File: src/design/stlc_defs.svh
// register offsets, field positions, reset values and vector addresses of the interrupt controller
`ifndef STLC_DEFS_SVH
`define STLC_DEFS_SVH
`define STLC_OFF_ENABLE 4'h0
`define STLC_OFF_LEVEL 4'h4
`define STLC_OFF_STATUS 4'h8
`define STLC_BIT_GLOBAL 7
`define STLC_BIT_UNUSED 6
`define STLC_RST_ENABLE 8'h00
`define STLC_RST_LEVEL 8'h00
`define STLC_LEVEL_MASK 8'h3f
`define STLC_ENABLE_MASK 8'hbf
`define STLC_VEC_EXT_A 16'h0003
`define STLC_VEC_TIMER_A 16'h000b
`define STLC_VEC_EXT_B 16'h0013
`define STLC_VEC_TIMER_B 16'h001b
`define STLC_VEC_ASYNC 16'h0023
`define STLC_VEC_TWOWIRE 16'h002b
`endif

File: src/design/stlc_pkg.sv
// types shared by the interrupt controller
package stlc_pkg;
  typedef logic [5:0] stlc_src_t;
  typedef enum logic [2:0] {
    STLC_SRC_EXT_A,
    STLC_SRC_TIMER_A,
    STLC_SRC_EXT_B,
    STLC_SRC_TIMER_B,
    STLC_SRC_ASYNC,
    STLC_SRC_TWOWIRE
  } stlc_sel_t;
  typedef enum {STLC_IDLE, STLC_OFFER} stlc_state_t;
endpackage : stlc_pkg

File: src/design/stlc_irq_ctrl.sv
// six-source two-level interrupt controller with avalon-mm register port
// Notes on behaviour
// - global enable bit 7 blocks all acceptance
// - enable bit 5 gates two-wire port
// - enable bit 4 gates async port
// - enable bit 3 gates timer b overflow
// - enable bit 2 gates external line b
// - enable bit 1 gates timer a overflow
// - enable bit 0 gates external line a
// - gate 0 blocks, 1 passes; bit 6 unused
// - level bit 5 sets two-wire port level
// - level bit 4 sets async port level
// - level bit 3 sets timer b level
// - level bit 2 sets external line b level
// - level bit 1 sets timer a level
// - level bit 0 sets external a; 7,6 unused
// - vectors 0003, 000b, 0013 for a, timer a, b
// - vectors 001b, 0023, 002b for timer b, async, two-wire
// - two levels with nesting
// - higher level wins among simultaneous requests
// - equal level order: ext a, twowire, ta, ext b, tb, async
// - high routine never pre-empted; low only by high
//
// The Avalon-MM register port and the register offsets are this design's own decisions.
`timescale 1ns/1ps
`include "stlc_defs.svh"
module stlc_irq_ctrl (
  input wire logic clk_sys,
  input wire logic rst,
  input wire logic [3:0] avs_address,
  input wire logic avs_read,
  input wire logic avs_write,
  input wire logic [31:0] avs_writedata,
  input wire logic [3:0] avs_byteenable,
  output logic [31:0] avs_readdata,
  output logic avs_waitrequest,
  input wire stlc_pkg::stlc_src_t src_req,
  output logic irq_req,
  output logic [15:0] irq_vector,
  input wire logic irq_ack,
  input wire logic irq_return
);
  import stlc_pkg::*;

  logic [7:0] enable_ff;
  logic [7:0] level_ff;
  logic [1:0] active_ff;
  logic irq_req_ff;
  logic [15:0] irq_vector_ff;
  logic [2:0] sel_ff;
  logic sel_high_ff;
  logic [31:0] readdata_ff;
  logic wait_ff;
  stlc_state_t state_ff;

  // source bit order matches enable and level bit order
  stlc_src_t gated;
  stlc_src_t hi_req;
  stlc_src_t lo_req;
  logic [2:0] nxt_sel;
  logic nxt_high;
  logic nxt_valid;
  logic [15:0] nxt_vector;
  logic may_hi;
  logic may_lo;

  genvar gi;
  generate
    for (gi = 0; gi < 6; gi++) begin : g_src
      // gate 1 passes, 0 blocks; global bit over all
      assign gated[gi] = src_req[gi] & enable_ff[gi] & enable_ff[`STLC_BIT_GLOBAL];
      assign hi_req[gi] = gated[gi] & level_ff[gi];
      assign lo_req[gi] = gated[gi] & ~level_ff[gi];
    end
  endgenerate

  // high accepted unless a high routine runs; low only when nothing runs
  assign may_hi = ~active_ff[1];
  assign may_lo = (active_ff == 2'b00);

  function automatic logic [2:0] stlc_pick(input stlc_src_t r);
    logic [2:0] s;
    s = 3'(STLC_SRC_EXT_A);
    if (r[0]) begin
      s = 3'(STLC_SRC_EXT_A);
    end else if (r[5]) begin
      s = 3'(STLC_SRC_TWOWIRE);
    end else if (r[1]) begin
      s = 3'(STLC_SRC_TIMER_A);
    end else if (r[2]) begin
      s = 3'(STLC_SRC_EXT_B);
    end else if (r[3]) begin
      s = 3'(STLC_SRC_TIMER_B);
    end else if (r[4]) begin
      s = 3'(STLC_SRC_ASYNC);
    end
    return s;
  endfunction : stlc_pick

  always_comb begin
    nxt_sel = 3'h0;
    nxt_high = 1'b0;
    nxt_valid = 1'b0;
    if (may_hi && (hi_req != 6'h00)) begin
      nxt_sel = stlc_pick(hi_req);
      nxt_high = 1'b1;
      nxt_valid = 1'b1;
    end else if (may_lo && (lo_req != 6'h00)) begin
      nxt_sel = stlc_pick(lo_req);
      nxt_valid = 1'b1;
    end
  end

  always_comb begin
    case (nxt_sel)
      3'(STLC_SRC_EXT_A): nxt_vector = `STLC_VEC_EXT_A;
      3'(STLC_SRC_TIMER_A): nxt_vector = `STLC_VEC_TIMER_A;
      3'(STLC_SRC_EXT_B): nxt_vector = `STLC_VEC_EXT_B;
      3'(STLC_SRC_TIMER_B): nxt_vector = `STLC_VEC_TIMER_B;
      3'(STLC_SRC_ASYNC): nxt_vector = `STLC_VEC_ASYNC;
      3'(STLC_SRC_TWOWIRE): nxt_vector = `STLC_VEC_TWOWIRE;
      default: nxt_vector = `STLC_VEC_EXT_A;
    endcase
  end

  // offer stays frozen until ack so the core never sees the vector change mid-handshake
  always_ff @(posedge clk_sys or posedge rst) begin
    if (rst) begin
      state_ff <= STLC_IDLE;
      irq_req_ff <= 1'b0;
      irq_vector_ff <= 16'h0000;
      sel_ff <= 3'h0;
      sel_high_ff <= 1'b0;
    end else begin
      case (state_ff)
        STLC_IDLE: begin
          if (nxt_valid) begin
            state_ff <= STLC_OFFER;
            irq_req_ff <= 1'b1;
            irq_vector_ff <= nxt_vector;
            sel_ff <= nxt_sel;
            sel_high_ff <= nxt_high;
          end
        end
        STLC_OFFER: begin
          if (irq_ack) begin
            state_ff <= STLC_IDLE;
            irq_req_ff <= 1'b0;
          end
        end
        default: begin
          state_ff <= STLC_IDLE;
          irq_req_ff <= 1'b0;
        end
      endcase
    end
  end

  // in-service levels; ack pushes, return pops the highest
  always_ff @(posedge clk_sys or posedge rst) begin
    if (rst) begin
      active_ff <= 2'b00;
    end else if (state_ff == STLC_OFFER && irq_ack) begin
      if (sel_high_ff) begin
        active_ff[1] <= 1'b1;
      end else begin
        active_ff[0] <= 1'b1;
      end
    end else if (irq_return) begin
      if (active_ff[1]) begin
        active_ff[1] <= 1'b0;
      end else begin
        active_ff[0] <= 1'b0;
      end
    end
  end

  // registers: one wait cycle per access so readdata is registered
  logic bus_go;
  assign bus_go = (avs_read | avs_write) & wait_ff;
  // a write lands only on the edge where the master sees waitrequest low
  logic bus_done;
  assign bus_done = avs_write & ~wait_ff;

  always_ff @(posedge clk_sys or posedge rst) begin
    if (rst) begin
      wait_ff <= 1'b1;
    end else begin
      wait_ff <= ~bus_go;
    end
  end

  always_ff @(posedge clk_sys or posedge rst) begin
    if (rst) begin
      enable_ff <= `STLC_RST_ENABLE;
      level_ff <= `STLC_RST_LEVEL;
    end else if (bus_done && avs_byteenable[0]) begin
      if (avs_address == `STLC_OFF_ENABLE) begin
        // bit 6 unused, held at zero
        enable_ff <= avs_writedata[7:0] & `STLC_ENABLE_MASK;
      end else if (avs_address == `STLC_OFF_LEVEL) begin
        level_ff <= avs_writedata[7:0] & `STLC_LEVEL_MASK;
      end
    end
  end

  always_ff @(posedge clk_sys or posedge rst) begin
    if (rst) begin
      readdata_ff <= 32'h0000_0000;
    end else if (bus_go && avs_read) begin
      case (avs_address)
        `STLC_OFF_ENABLE: readdata_ff <= {24'h000000, enable_ff};
        `STLC_OFF_LEVEL: readdata_ff <= {24'h000000, level_ff};
        `STLC_OFF_STATUS: readdata_ff <= {10'h000, src_req, 5'h00, sel_ff,
                                          3'h0, irq_req_ff, 2'b00, active_ff};
        default: readdata_ff <= 32'h0000_0000;
      endcase
    end
  end

  assign avs_readdata = readdata_ff;
  assign avs_waitrequest = wait_ff;
  assign irq_req = irq_req_ff;
  assign irq_vector = irq_vector_ff;

  property p_global_block;
    @(posedge clk_sys) disable iff (rst)
      (state_ff == STLC_IDLE && !enable_ff[`STLC_BIT_GLOBAL]) |=> !irq_req_ff;
  endproperty
  a_global_block: assert property (p_global_block) else $error("request with global off");

  // sel_ff is new at the rising edge, so only the request and enable words are taken from the past
  property p_gate;
    @(posedge clk_sys) disable iff (rst)
      $rose(irq_req_ff) |-> $past(enable_ff[`STLC_BIT_GLOBAL]) &&
        ((($past(src_req) & $past(enable_ff[5:0])) >> sel_ff) & 6'h01) != 6'h00;
  endproperty
  a_gate: assert property (p_gate) else $error("offer from gated source");

  property p_vector;
    @(posedge clk_sys) disable iff (rst)
      irq_req_ff |-> irq_vector_ff == `STLC_VEC_EXT_A + {10'h000, sel_ff, 3'h0};
  endproperty
  a_vector: assert property (p_vector) else $error("vector mismatch");

  property p_level;
    @(posedge clk_sys) disable iff (rst)
      $rose(irq_req_ff) |->
        sel_high_ff == ((($past(level_ff[5:0]) >> sel_ff) & 6'h01) != 6'h00);
  endproperty
  a_level: assert property (p_level) else $error("level mismatch");

  property p_no_preempt_high;
    @(posedge clk_sys) disable iff (rst)
      active_ff[1] |-> ##1 !$rose(irq_req_ff);
  endproperty
  a_no_preempt_high: assert property (p_no_preempt_high) else $error("high pre-empted");

  property p_low_only_high;
    @(posedge clk_sys) disable iff (rst)
      (active_ff == 2'b01 && state_ff == STLC_IDLE) |=> (!irq_req_ff || sel_high_ff);
  endproperty
  a_low_only_high: assert property (p_low_only_high) else $error("low pre-empts low");

  property p_hold;
    @(posedge clk_sys) disable iff (rst)
      (irq_req_ff && !irq_ack) |=> irq_req_ff && $stable(irq_vector_ff);
  endproperty
  a_hold: assert property (p_hold) else $error("offer dropped before ack");

  property p_ack_level;
    @(posedge clk_sys) disable iff (rst)
      (irq_req_ff && irq_ack && sel_high_ff) |=> active_ff[1];
  endproperty
  a_ack_level: assert property (p_ack_level) else $error("level not recorded");

  // a free path with nothing in service must turn into an offer
  property p_pass_enabled;
    @(posedge clk_sys) disable iff (rst)
      (state_ff == STLC_IDLE && active_ff == 2'b00 && enable_ff[`STLC_BIT_GLOBAL] &&
        (src_req & enable_ff[5:0]) != 6'h00) |=> irq_req_ff;
  endproperty
  a_pass_enabled: assert property (p_pass_enabled) else $error("request ignored");

  property p_unused_gate;
    @(posedge clk_sys) disable iff (rst)
      !enable_ff[`STLC_BIT_UNUSED];
  endproperty
  a_unused_gate: assert property (p_unused_gate) else $error("unused gate bit set");

  property p_unused_level;
    @(posedge clk_sys) disable iff (rst)
      level_ff[7:6] == 2'b00;
  endproperty
  a_unused_level: assert property (p_unused_level) else $error("unused level bits set");

  // table check per source, independent of the index arithmetic above
  property p_vec_ext_a;
    @(posedge clk_sys) disable iff (rst)
      (irq_req_ff && sel_ff == 3'(STLC_SRC_EXT_A)) |-> irq_vector_ff == `STLC_VEC_EXT_A;
  endproperty
  a_vec_ext_a: assert property (p_vec_ext_a) else $error("external a vector");

  property p_vec_timer_a;
    @(posedge clk_sys) disable iff (rst)
      (irq_req_ff && sel_ff == 3'(STLC_SRC_TIMER_A)) |-> irq_vector_ff == `STLC_VEC_TIMER_A;
  endproperty
  a_vec_timer_a: assert property (p_vec_timer_a) else $error("timer a vector");

  property p_vec_ext_b;
    @(posedge clk_sys) disable iff (rst)
      (irq_req_ff && sel_ff == 3'(STLC_SRC_EXT_B)) |-> irq_vector_ff == `STLC_VEC_EXT_B;
  endproperty
  a_vec_ext_b: assert property (p_vec_ext_b) else $error("external b vector");

  property p_vec_timer_b;
    @(posedge clk_sys) disable iff (rst)
      (irq_req_ff && sel_ff == 3'(STLC_SRC_TIMER_B)) |-> irq_vector_ff == `STLC_VEC_TIMER_B;
  endproperty
  a_vec_timer_b: assert property (p_vec_timer_b) else $error("timer b vector");

  property p_vec_async;
    @(posedge clk_sys) disable iff (rst)
      (irq_req_ff && sel_ff == 3'(STLC_SRC_ASYNC)) |-> irq_vector_ff == `STLC_VEC_ASYNC;
  endproperty
  a_vec_async: assert property (p_vec_async) else $error("async vector");

  property p_vec_twowire;
    @(posedge clk_sys) disable iff (rst)
      (irq_req_ff && sel_ff == 3'(STLC_SRC_TWOWIRE)) |-> irq_vector_ff == `STLC_VEC_TWOWIRE;
  endproperty
  a_vec_twowire: assert property (p_vec_twowire) else $error("two-wire vector");

  // head of the equal-level order among low requests
  property p_order_ext_a;
    @(posedge clk_sys) disable iff (rst)
      (state_ff == STLC_IDLE && nxt_valid && hi_req == 6'h00 && lo_req[0]) |=>
        sel_ff == 3'(STLC_SRC_EXT_A);
  endproperty
  a_order_ext_a: assert property (p_order_ext_a) else $error("external a not first");

  property p_order_twowire;
    @(posedge clk_sys) disable iff (rst)
      (state_ff == STLC_IDLE && nxt_valid && hi_req == 6'h00 && lo_req[5] && !lo_req[0]) |=>
        sel_ff == 3'(STLC_SRC_TWOWIRE);
  endproperty
  a_order_twowire: assert property (p_order_twowire) else $error("two-wire not second");

  property p_order_timer_a;
    @(posedge clk_sys) disable iff (rst)
      (state_ff == STLC_IDLE && nxt_valid && hi_req == 6'h00 && lo_req[1] &&
        !lo_req[0] && !lo_req[5]) |=> sel_ff == 3'(STLC_SRC_TIMER_A);
  endproperty
  a_order_timer_a: assert property (p_order_timer_a) else $error("timer a not third");

  property p_high_first;
    @(posedge clk_sys) disable iff (rst)
      (state_ff == STLC_IDLE && nxt_valid && hi_req != 6'h00) |=> sel_high_ff;
  endproperty
  a_high_first: assert property (p_high_first) else $error("low picked over high");

  property p_low_wait;
    @(posedge clk_sys) disable iff (rst)
      (state_ff == STLC_IDLE && active_ff == 2'b01 && hi_req == 6'h00) |=> !irq_req_ff;
  endproperty
  a_low_wait: assert property (p_low_wait) else $error("low routine pre-empted by low");

  // ack wins over a return in the same cycle, so that case is left out
  property p_return_pop;
    @(posedge clk_sys) disable iff (rst)
      (irq_return && !(irq_req_ff && irq_ack) && active_ff[1]) |=>
        !active_ff[1] && active_ff[0] == $past(active_ff[0]);
  endproperty
  a_return_pop: assert property (p_return_pop) else $error("return did not pop high");

  property p_ack_low;
    @(posedge clk_sys) disable iff (rst)
      (irq_req_ff && irq_ack && !sel_high_ff) |=> active_ff[0];
  endproperty
  a_ack_low: assert property (p_ack_low) else $error("low level not recorded");

  property p_offer_drop;
    @(posedge clk_sys) disable iff (rst)
      (irq_req_ff && irq_ack) |=> !irq_req_ff;
  endproperty
  a_offer_drop: assert property (p_offer_drop) else $error("offer kept after ack");
endmodule : stlc_irq_ctrl

File: config.mk
export PLATFORM = sky130hd
export DESIGN_NAME = stlc_irq_ctrl
export DESIGN_NICKNAME = d
export VERILOG_FILES = /design/src/design/stlc_pkg.sv /design/src/design/stlc_irq_ctrl.sv
export VERILOG_INCLUDE_DIRS = /design/src /design/src/design
export SDC_FILE = /design/constraint.sdc
export NUM_CORES = 1
export LEC_CHECK = 0
export BUFFER_PORTS_ARGS = -buffer_cell sky130_fd_sc_hd__buf_4
export CAP_MARGIN = 10
export CORE_ASPECT_RATIO = 2
export CORE_MARGIN = 2
export CORE_UTILIZATION = 52
export CTS_BUF_LIST = sky130_fd_sc_hd__clkbuf_2 sky130_fd_sc_hd__clkbuf_4 sky130_fd_sc_hd__clkbuf_8
export DETAILED_ROUTE_END_ITERATION = 16
export MAX_ROUTING_LAYER = met4
export PLACE_DENSITY_LB_ADDON = 0.1
export SETUP_SLACK_MARGIN = 0.05
export SLEW_MARGIN = 20
export SYNTH_ARGS = -nofsm -noshare
export SYNTH_HDL_FRONTEND = slang
export SYNTH_SLANG_ARGS = --single-unit
File: constraint.sdc
create_clock -name clk_sys -period 5.2 [get_ports clk_sys]
set_input_delay 0.26 -clock clk_sys [delete_from_list [all_inputs] [get_ports clk_sys]]
set_output_delay 0.26 -clock clk_sys [all_outputs]
set_load 0.005 [all_outputs]
Yosys cells after proc, flatten, opt, wreduce, memory -nomap -nowiden
Cells that the tools add are included.
{"block": "classes", "n_mux": 30, "eq_ne": 14, "n_reduce_logical": 17, "bitwise": 37}
{"cell": "$pmux W22 S3", "count": 1}
{"cell": "$mux W32", "count": 2}
{"cell": "$pmux W32 S2", "count": 1}
{"cell": "$mux W3", "count": 14}
{"cell": "$eq A32 B1 Y1 const B", "count": 1}
{"cell": "$eq A32 B2 Y1 const B", "count": 1}
{"cell": "$logic_not A32 Y1", "count": 1}
{"cell": "$pmux W6 S5", "count": 1}
{"cell": "$and A1 B1 Y1", "count": 26}
{"cell": "$reduce_bool A6 Y1", "count": 2}
{"cell": "$not A1 Y1", "count": 10}
{"cell": "$mux W1", "count": 8}
{"cell": "$ne A2 B2 Y1 const B", "count": 4}
{"cell": "$reduce_and A2 Y1", "count": 4}
{"cell": "$eq A3 B2 Y1 const B", "count": 2}
{"cell": "$eq A3 B3 Y1 const B", "count": 2}
{"cell": "$reduce_and A3 Y1", "count": 2}
{"cell": "$logic_and A1 B1 Y1", "count": 5}
{"cell": "$eq A4 B3 Y1 const B", "count": 1}
{"cell": "$eq A4 B4 Y1 const B", "count": 1}
{"cell": "$logic_not A4 Y1", "count": 1}
{"cell": "$mux W2", "count": 2}
{"cell": "$eq A3 B1 Y1 const B", "count": 1}
{"cell": "$logic_not A2 Y1", "count": 1}
{"cell": "4 further kinds", "count": 4}
{"block": "totals", "regBits": 101, "word_cells": 109, "in_bits": 52, "out_inout_bits": 50}

Depth between registers and ports, before layout
Gate-level depths: netlist of run 1.
{"block": "logic_depth", "ltp_word": 13, "mapped_depth": 6, "mapped_depth_nobuf": 5}

Worst setup path after synthesis of run 1
Ideal clock, no wire load.
{"block": "synth_timing", "path_kind": "register -> register", "startpoint": "register enable_ff[7]", "endpoint": "register irq_vector_ff[3], in the netlist irq_vector[3]", "stages_incl_launch_ff": 7, "setup_ps": 79, "synth_period_minus_slack_ps": 1681, "path_slack_ps": 3519, "arrival_ps": 1601, "n_path_buf": 1, "required_ps": 5121, "cell_sequence": "dfrtp_1 buf_6 nand4_1 nand3_2 o31ai_1 mux2_2 mux2i_1"}
{"block": "synth_via", "elab_chain_cells": 12, "elab_cells_between_ends": 45, "classes_between": "eq/ne (5); mux (17); bitwise (18); reduce/logical (5)"}
{"item": "start: declaration", "line_no": "stlc_irq_ctrl.sv:45", "text": "logic [7:0] enable_ff;"}
{"item": "start signal: assignment", "line_no": "stlc_irq_ctrl.sv:195", "text": "enable_ff <= `STLC_RST_ENABLE;"}
{"item": "start signal: assignment", "line_no": "stlc_irq_ctrl.sv:200", "text": "enable_ff <= avs_writedata[7:0] & `STLC_ENABLE_MASK;"}
{"item": "$and A1 B1 Y1", "line_no": "stlc_irq_ctrl.sv:71", "text": "assign gated[gi] = src_req[gi] & enable_ff[gi] & enable_ff[`STLC_BIT_GLOBAL];"}
{"item": "$and A1 B1 Y1", "line_no": "stlc_irq_ctrl.sv:73", "text": "assign lo_req[gi] = gated[gi] & ~level_ff[gi];"}
{"item": "$mux W3", "line_no": "stlc_irq_ctrl.sv:94", "text": "end else if (r[4]) begin"}
{"item": "$mux W3", "line_no": "stlc_irq_ctrl.sv:92", "text": "end else if (r[3]) begin"}
{"item": "$mux W3", "line_no": "stlc_irq_ctrl.sv:90", "text": "end else if (r[2]) begin"}
{"item": "$mux W3", "line_no": "stlc_irq_ctrl.sv:88", "text": "end else if (r[1]) begin"}
{"item": "$mux W3", "line_no": "stlc_irq_ctrl.sv:86", "text": "end else if (r[5]) begin"}
{"item": "$mux W3", "line_no": "stlc_irq_ctrl.sv:84", "text": "if (r[0]) begin"}
{"item": "$mux W3", "line_no": "stlc_irq_ctrl.sv:108", "text": "end else if (may_lo && (lo_req != 6'h00)) begin"}
{"item": "$mux W3", "line_no": "stlc_irq_ctrl.sv:104", "text": "if (may_hi && (hi_req != 6'h00)) begin"}
{"item": "$eq A3 B3 Y1, or another cell as far along", "line_no": "stlc_irq_ctrl.sv:115", "text": "case (nxt_sel)"}
{"item": "$pmux W6 S5", "line_no": "stlc_irq_ctrl.sv:115"}
{"item": "end signal: assignment", "line_no": "stlc_irq_ctrl.sv:140", "text": "irq_vector_ff <= nxt_vector;"}
{"item": "end: declaration", "line_no": "stlc_irq_ctrl.sv:49", "text": "logic [15:0] irq_vector_ff;"}
Several ways; a longest one is shown, not always the timed one.
A chain may end at the register's enable or synchronous reset.

Worst setup path after layout of run 1
{"block": "layout_timing", "startpoint": "register wait_ff, in the netlist avs_waitrequest", "endpoint": "register readdata_ff[17], in the netlist avs_readdata[17]"}
{"block": "layout_via", "elab_chain_cells": 2}
{"item": "start: declaration", "line_no": "stlc_irq_ctrl.sv:53", "text": "logic wait_ff;"}
{"item": "start signal: assignment", "line_no": "stlc_irq_ctrl.sv:189", "text": "wait_ff <= ~bus_go;"}
{"item": "$and A1 B1 Y1", "line_no": "stlc_irq_ctrl.sv:180", "text": "assign bus_go = (avs_read | avs_write) & wait_ff;"}
{"item": "$logic_and A1 B1 Y1", "line_no": "stlc_irq_ctrl.sv:210", "text": "end else if (bus_go && avs_read) begin"}
{"item": "end signal: assignment", "line_no": "stlc_irq_ctrl.sv:212", "text": "`STLC_OFF_ENABLE: readdata_ff <= {24'h000000, enable_ff};"}
{"item": "end signal: assignment", "line_no": "stlc_irq_ctrl.sv:213", "text": "`STLC_OFF_LEVEL: readdata_ff <= {24'h000000, level_ff};"}
{"item": "end signal: assignment", "line_no": "stlc_irq_ctrl.sv:214", "text": "`STLC_OFF_STATUS: readdata_ff <= {10'h000, src_req, 5'h00, sel_ff,"}
{"item": "end: declaration", "line_no": "stlc_irq_ctrl.sv:52", "text": "logic [31:0] readdata_ff;"}
Every way passes these cells.

==> results of run 1 <==
## cell usage in the layout, fill, tap and decap left out, drive strengths merged, types with 4 or more instances in the layout
cell type and n:
o31ai 4, nand4 6, mux2i 13, dfrtp 40
nand2 12, conb 27, inv 13, o21ai 10
clkbuf 5, nor3 4, a22o 12, buf 47
mux2 14
## registers in the layout, summed over array words and instances (netlist names)
| name | flops |
|---|---|
| avs_readdata | 16 |
| enable_ff | 7 |
| level_ff | 6 |
| irq_vector | 4 |
| sel_ff | 3 |
| active_ff | 2 |
| avs_waitrequest | 1 |
| irq_req | 1 |
| sel_high_ff | 1 |
## through the flow
stage                     hold slack [ns]  setup slack, ns  cells  total power [mW]  utilization, %
after floorplan                     0.323             3.52    222             0.541               -
after global placement              0.414             3.06    287             0.601            60.8
after detailed placement            0.422             3.05    287             0.608            60.8
after CTS                           0.112             3.05    294             0.854            63.3
after global routing                0.114             2.79    294             0.894            63.3
final                               0.101             3.05    294             0.845            63.3
## power groups by stage
stage          Clock (mW)  Combinational (mW)  Sequential, mW
3_5_place_dp            0               0.176           0.433
2_1_floorplan           0               0.125           0.416
3_3_place_gp            0               0.171           0.430
6_report            0.246               0.174           0.425
4_1_cts             0.252               0.176           0.426
5_1_grt             0.265               0.195           0.434
## critical path, cell delays in order (launching register included)
cell	delay, ns
dfstp_2	0.55
nand2_1	0.42
nor4b_2	0.89
a22o_1	0.23
## cell type report
cell class	instances	area (um^2)
clock buffers	5	68.8
clock inverters	2	35.0
fillers	377	1520
inverters	13	48.8
multi-input cells	134	1020
flip-flops and latches	41	1030
well taps	52	65.1
repair buffers	47	353
## cells by family after synthesis
kind of cell / count (synthesis)
compound gates: 38
buf+inv: 47
flops: 41
mux: 27
other cells: 1
simple gates: 42
## final timing paths
path / from / slack, ns / cells after the start / endpoint
max in group asynchronous: rst / 4.74 / 3 / avs_waitrequest
worst max-delay path: avs_waitrequest / 3.05 / 3 / avs_readdata[17]
worst max register to register: avs_waitrequest / 3.05 / 3 / avs_readdata[17]
worst min-delay path: rst / 0.10 / 3 / avs_readdata[10]
min in group clk_sys: avs_read / 0.12 / 2 / avs_waitrequest
worst min register to register: avs_waitrequest / 0.48 / 1 / avs_waitrequest
## metal layers
| layer | global-route usage (%) | vias to the layer above |
|---|---|---|
| met5 | - | - |
| met4 | 13.1 | 0 |
| met3 | 3.86 | 16 |
| met2 | 35.6 | 49 |
| met1 | 22.8 | 783 |
| li1 | - | 740 |
==> results by group, run 1 <==
Power
  • Pleak: 1.33 nW
  • Clk pwr share: 29.1%
  • Peak VDD IR: 0.188 mV
  • Sequential Power Share: 50.3%
  • Int Power: 0.609 mW
  • Net Switching: 0.237 mW
  • Comb pwr share: 20.6%
  • Pwr dens: 323 nW/um^2
  • Switching share of power: 28.0%

Global routing
  • Global-route wire length before repair: 7650 um
  • Antenna violations before repair: 0
  • Total global-route track usage: 21.4%
  • Grt ovf: 0
  • Largest net degree at the start of global routing: 42
  • Number of global-route vias before repair: 1585

STA
  • Slew @ Worst Pin: 0.829 ns
  • Endpoints failing setup: 0
  • Final Hold Vio Count: 0
  • Setup Skew: 0.00485 ns
  • Achievable Freq: 464 MHz
  • Max-slew violation count: 0
  • Post-route clock period utilization: 41.4%
  • Fin crit period: 2.15 ns
  • TNS Setup: 0 ns
  • Worst rel slew slack: 43.3%
  • RSZ-0062 raised after global routing: no

Synthesis
  • Mapped cell area: 2240 um^2
  • Synth top area share: 44.7%
  • Synthesized area per cell: 11.4 um^2
  • Yosys cell types: 51
  • Largest family of logic cells by synthesized area: multiplexers
  • Simple-gate share of the synthesized area: 13.3%
  • Top FF cell, synth: dfrtp_1
  • Xor and xnor area share after synthesis: 0%
  • Synth cell count leaders: dfrtp_1 (40), buf_4 (28), inv_1 (13), mux2i_1 (13)
  • Synth Register Bits: 41
  • Post-Synthesis Cells: 196
  • Post-synthesis mux area share: 14.0%
  • Synth top area cells: dfrtp_1 (45%), buf_4 (9.4%), mux2i_1 (5.8%)
  • EDFF count, synth: 0
  • Post-synth top area cell: dfrtp_1
  • Synth Area in Adders: 0%
  • YS warnings: 0
  • Count leader, synth: dfrtp_1
  • Compound-Gate Fraction of Synth Area: 13.6%
  • Ys async rst share: 100%
  • Sequential fraction of the synthesis area: 45.9%

Run status
  • Status: complete, no violations

Placement
  • # port buffers: 46
  • GP Congestion: 0.850
  • Post-DP HPWL: 3720 um
  • Placed cell area: 2510 um^2

Routing
  • Final ANT Viol Nets: 0
  • Met2 wire len: 2630 um
  • Met1 WL: 1660 um
  • DR vias/cell: 5.40
  • Highest Signal Layer: met4
  • Drt total wl: 4680 um
  • Remaining DRCs: 0
  • Wire per inst: 15.9 um
  • Met3 wire len: 175 um
  • TritonRoute pass-1 iters: 4
  • DR vias: 1588
  • First-iteration detailed-routing DRC count: 39

Floorplanning
  • DIE HEIGHT: 96.8 um
  • # rows: 33
  • Ports: 102
  • Die Wd: 50.4 um
  • Initial core utilization: 54.2%
  • Core ar.: 4130 um^2
  • Area of the die: 4870 um^2

Layout
  • N_diodes: 0
  • Design area: 2610 um^2
  • Ratio of cells with drive above 1 in the final layout: 31.0%
  • Area growth from synthesis to layout: 16.8%
  • Layout Nets: 294

Worst setup path
  • CP endpoint kind: register
  • WP data arrival: 2.38 ns
  • WP data required: 5.42 ns
  • CP Launch Type: register
  • Critical path class: reg2reg
  • Worst-path fanout max: 22

Clock tree
  • CTS tree: done
  • Worst-path clk slew: 0.08 ns
  • H-Tree Depth: 2
  • Later-pin clock latency in the skew report: 0.29 ns
  • Root Driver: clkbuf_8
  • Post-CTS Resized: 0
  • Hold Buf Count CTS: 0
  • # Post-CTS Setup Buffers: 0
  • Longest Clk Path Bufs: 2
  • Cts bufs inserted: 5
  • Sink Count: 41

Hold path
  • Worst hold path type: in2async

Run
  • Max_cap viols: 0
No activity file was read; power rests on OpenSTA's default activity.
==> run 2, diff against run 1 <==
- CORE_UTILIZATION: 52 -> 44
- clock period: 5.2 -> 1.93 ns (I/O delays scaled with it)
==> run 2 against run 1 <==
  * Clock power rose to 2.9 times the previous value
  * Design area rose by 6.5%
  * Maximum frequency grew 22%
  * Routed wire length up 8.4%
  * Cell count rose by 6.5%
  * Sequential share of layout area down 2.3 points
==> results by group, run 2 (synthesis gave the netlist of run 1 again) <==
STA
  • Worst rel slew slack: 65.7%
  • Post-route clock period utilization: 91.7%
  • TNS Setup: 0 ns
  • Setup Skew: 0.00379 ns
  • Achievable Freq: 565 MHz
  • Slew @ Worst Pin: 0.515 ns
  • Fin worst setup slack: 0.160 ns
  • RSZ-0062 raised after global routing: no
  • Max-slew violation count: 0
  • Endpoints failing setup: 0
  • Fin crit period: 1.77 ns
  • Final Hold Vio Count: 0

Global routing
  • Antenna violations before repair: 0
  • Total global-route track usage: 19.9%
  • Global-route wire length before repair: 7940 um
  • Number of global-route vias before repair: 1617
  • Largest net degree at the start of global routing: 42
  • Grt ovf: 0

Layout
  • Layout Nets: 307
  • Fillers: 459
  • Commonest non-fill, non-tap cell in the layout: buf_4
  • Area occupied by multi-input gates: 1040 um^2
  • Area growth from synthesis to layout: 24.4%
  • Design area: 2780 um^2
  • Max reg flops: 16
  • N_diodes: 0
  • Ratio of cells with drive above 1 in the final layout: 34.4%
  • Final core utilization: 57.2%
  • Reg area: 1030 um^2
  • Most frequent cells in the layout: buf_4 (54), dfrtp_1 (39), conb_1 (27)

Worst setup path
  • Cell-by-cell listing of the critical path: buf_4 > and4_2 > o31ai_4 > mux2_2 > mux2i_1
  • Worst-path fanout max: 8
  • Critical path class: reg2reg
  • CP Launch Type: register
  • Slowest CP cell: dfrtp_2
  • WP data arrival: 1.99 ns
  • CP endpoint kind: register
  • Max stage delay on crit path: 0.47 ns
  • WP data required: 2.15 ns

Routing
  • DR vias/cell: 5.16
  • First-iteration detailed-routing DRC count: 31
  • Wire per inst: 16.2 um
  • Final ANT Viol Nets: 0
  • Drt total wl: 5070 um
  • Met3 wire len: 178 um
  • Met1 WL: 1760 um
  • Met2 wire len: 3050 um
  • TritonRoute pass-1 iters: 4
  • Remaining DRCs: 0
  • Highest Signal Layer: met4
  • DR vias: 1614

Placement
  • Dpl ws: 0.0363 ns
  • # port buffers: 46
  • Post-DP HPWL: 3880 um
  • GP Congestion: 0.883
  • Placed cell area: 2580 um^2

Floorplanning
  • Ports: 102
  • Initial core utilization: 46.0%
  • # rows: 36
  • Die Wd: 54.4 um
  • Core ar.: 4860 um^2
  • DIE HEIGHT: 105 um
  • Area of the die: 5710 um^2

Hold path
  • Worst hold path type: in2reg

Power
  • Pwr dens: 857 nW/um^2
  • Total chip power: 2.39 mW
  • Pleak: 1.41 nW
  • Peak VDD IR: 0.689 mV

Run
  • Max_cap viols: 0

Clock tree
  • Worst-path clk slew: 0.07 ns
  • CTS tree: done
  • Later-pin clock latency in the skew report: 0.29 ns
  • Root Driver: clkbuf_8
  • Cts bufs inserted: 5
  • Longest Clk Path Bufs: 2
  • H-Tree Depth: 2
  • Sink Count: 41

Run status
  • Status: complete, no violations
-- run 2: cell types whose count changed in the layout (fill, tap and decap cells not counted), sizes merged --
cell	before	now
buf	47	56
clkbuf	5	7
clkinv	1	0
dlygate4sd3	0	4
-- run 2: cell type report --
cell class,instances,share of cell area (%)
multi-input combinational,134,37.3
sequential,41,37.0
timing repair buffer,60,17.1
clock buffer,7,3.24
tap,57,2.56
inverter,13,1.75
clock inverter,1,1.08
-- run 2: through the flow --
stage | std cells | hold slack, ns
2_1_floorplan | 222 | 0.160
3_3_place_gp | 299 | 0.263
3_5_place_dp | 299 | 0.264
4_1_cts | 311 | 0.0229
5_1_grt | 313 | 0.0232
6_report | 313 | 0.0268
-- run 2: layer usage --
metal,up-vias,GRT usage [%]
li1,767,-
met1,796,21.1
met2,44,35.2
met3,7,3.57
met4,0,6.43
met5,-,-
-- run 2: worst paths after layout --
kind	from	endpoint	slack [ns]	cells after the start
max in group asynchronous	rst	enable_ff[7]	1.07	4
worst min register to register	avs_readdata[5]	avs_readdata[5]	0.49	2
worst max register to register	enable_ff[7]	sel_ff[0]	0.16	5
worst max-delay path	enable_ff[7]	sel_ff[0]	0.16	5
worst min-delay path	avs_writedata[3]	level_ff[3]	0.03	2
min in group asynchronous	rst	avs_readdata[19]	0.48	4
-- run 2: critical path: cells and delay by family (launching register included) --
kind | cells | cell delay (ns)
muxes | 2 | 0.51
DFF | 1 | 0.47
and+or+nand+nor | 1 | 0.29
AOI/OAI and AO/OA | 1 | 0.26
buffers and inverters | 1 | 0.19
-- run 2: report_power, final --
group / internal [mW] / switching (mW)
Sequential: 1.01 / 0.146
Clock: 0.436 / 0.287
Combinational: 0.288 / 0.222
-- run 2: timing repair --
item / in CTS / in global routing
hold buffers: 4 / 0
pin swaps: 0 / 2
resized for setup: 1 / 7
hold endpoints to repair: 42 / 0
setup buffers: 0 / 2
endpoints found under the setup margin: 6 / 8
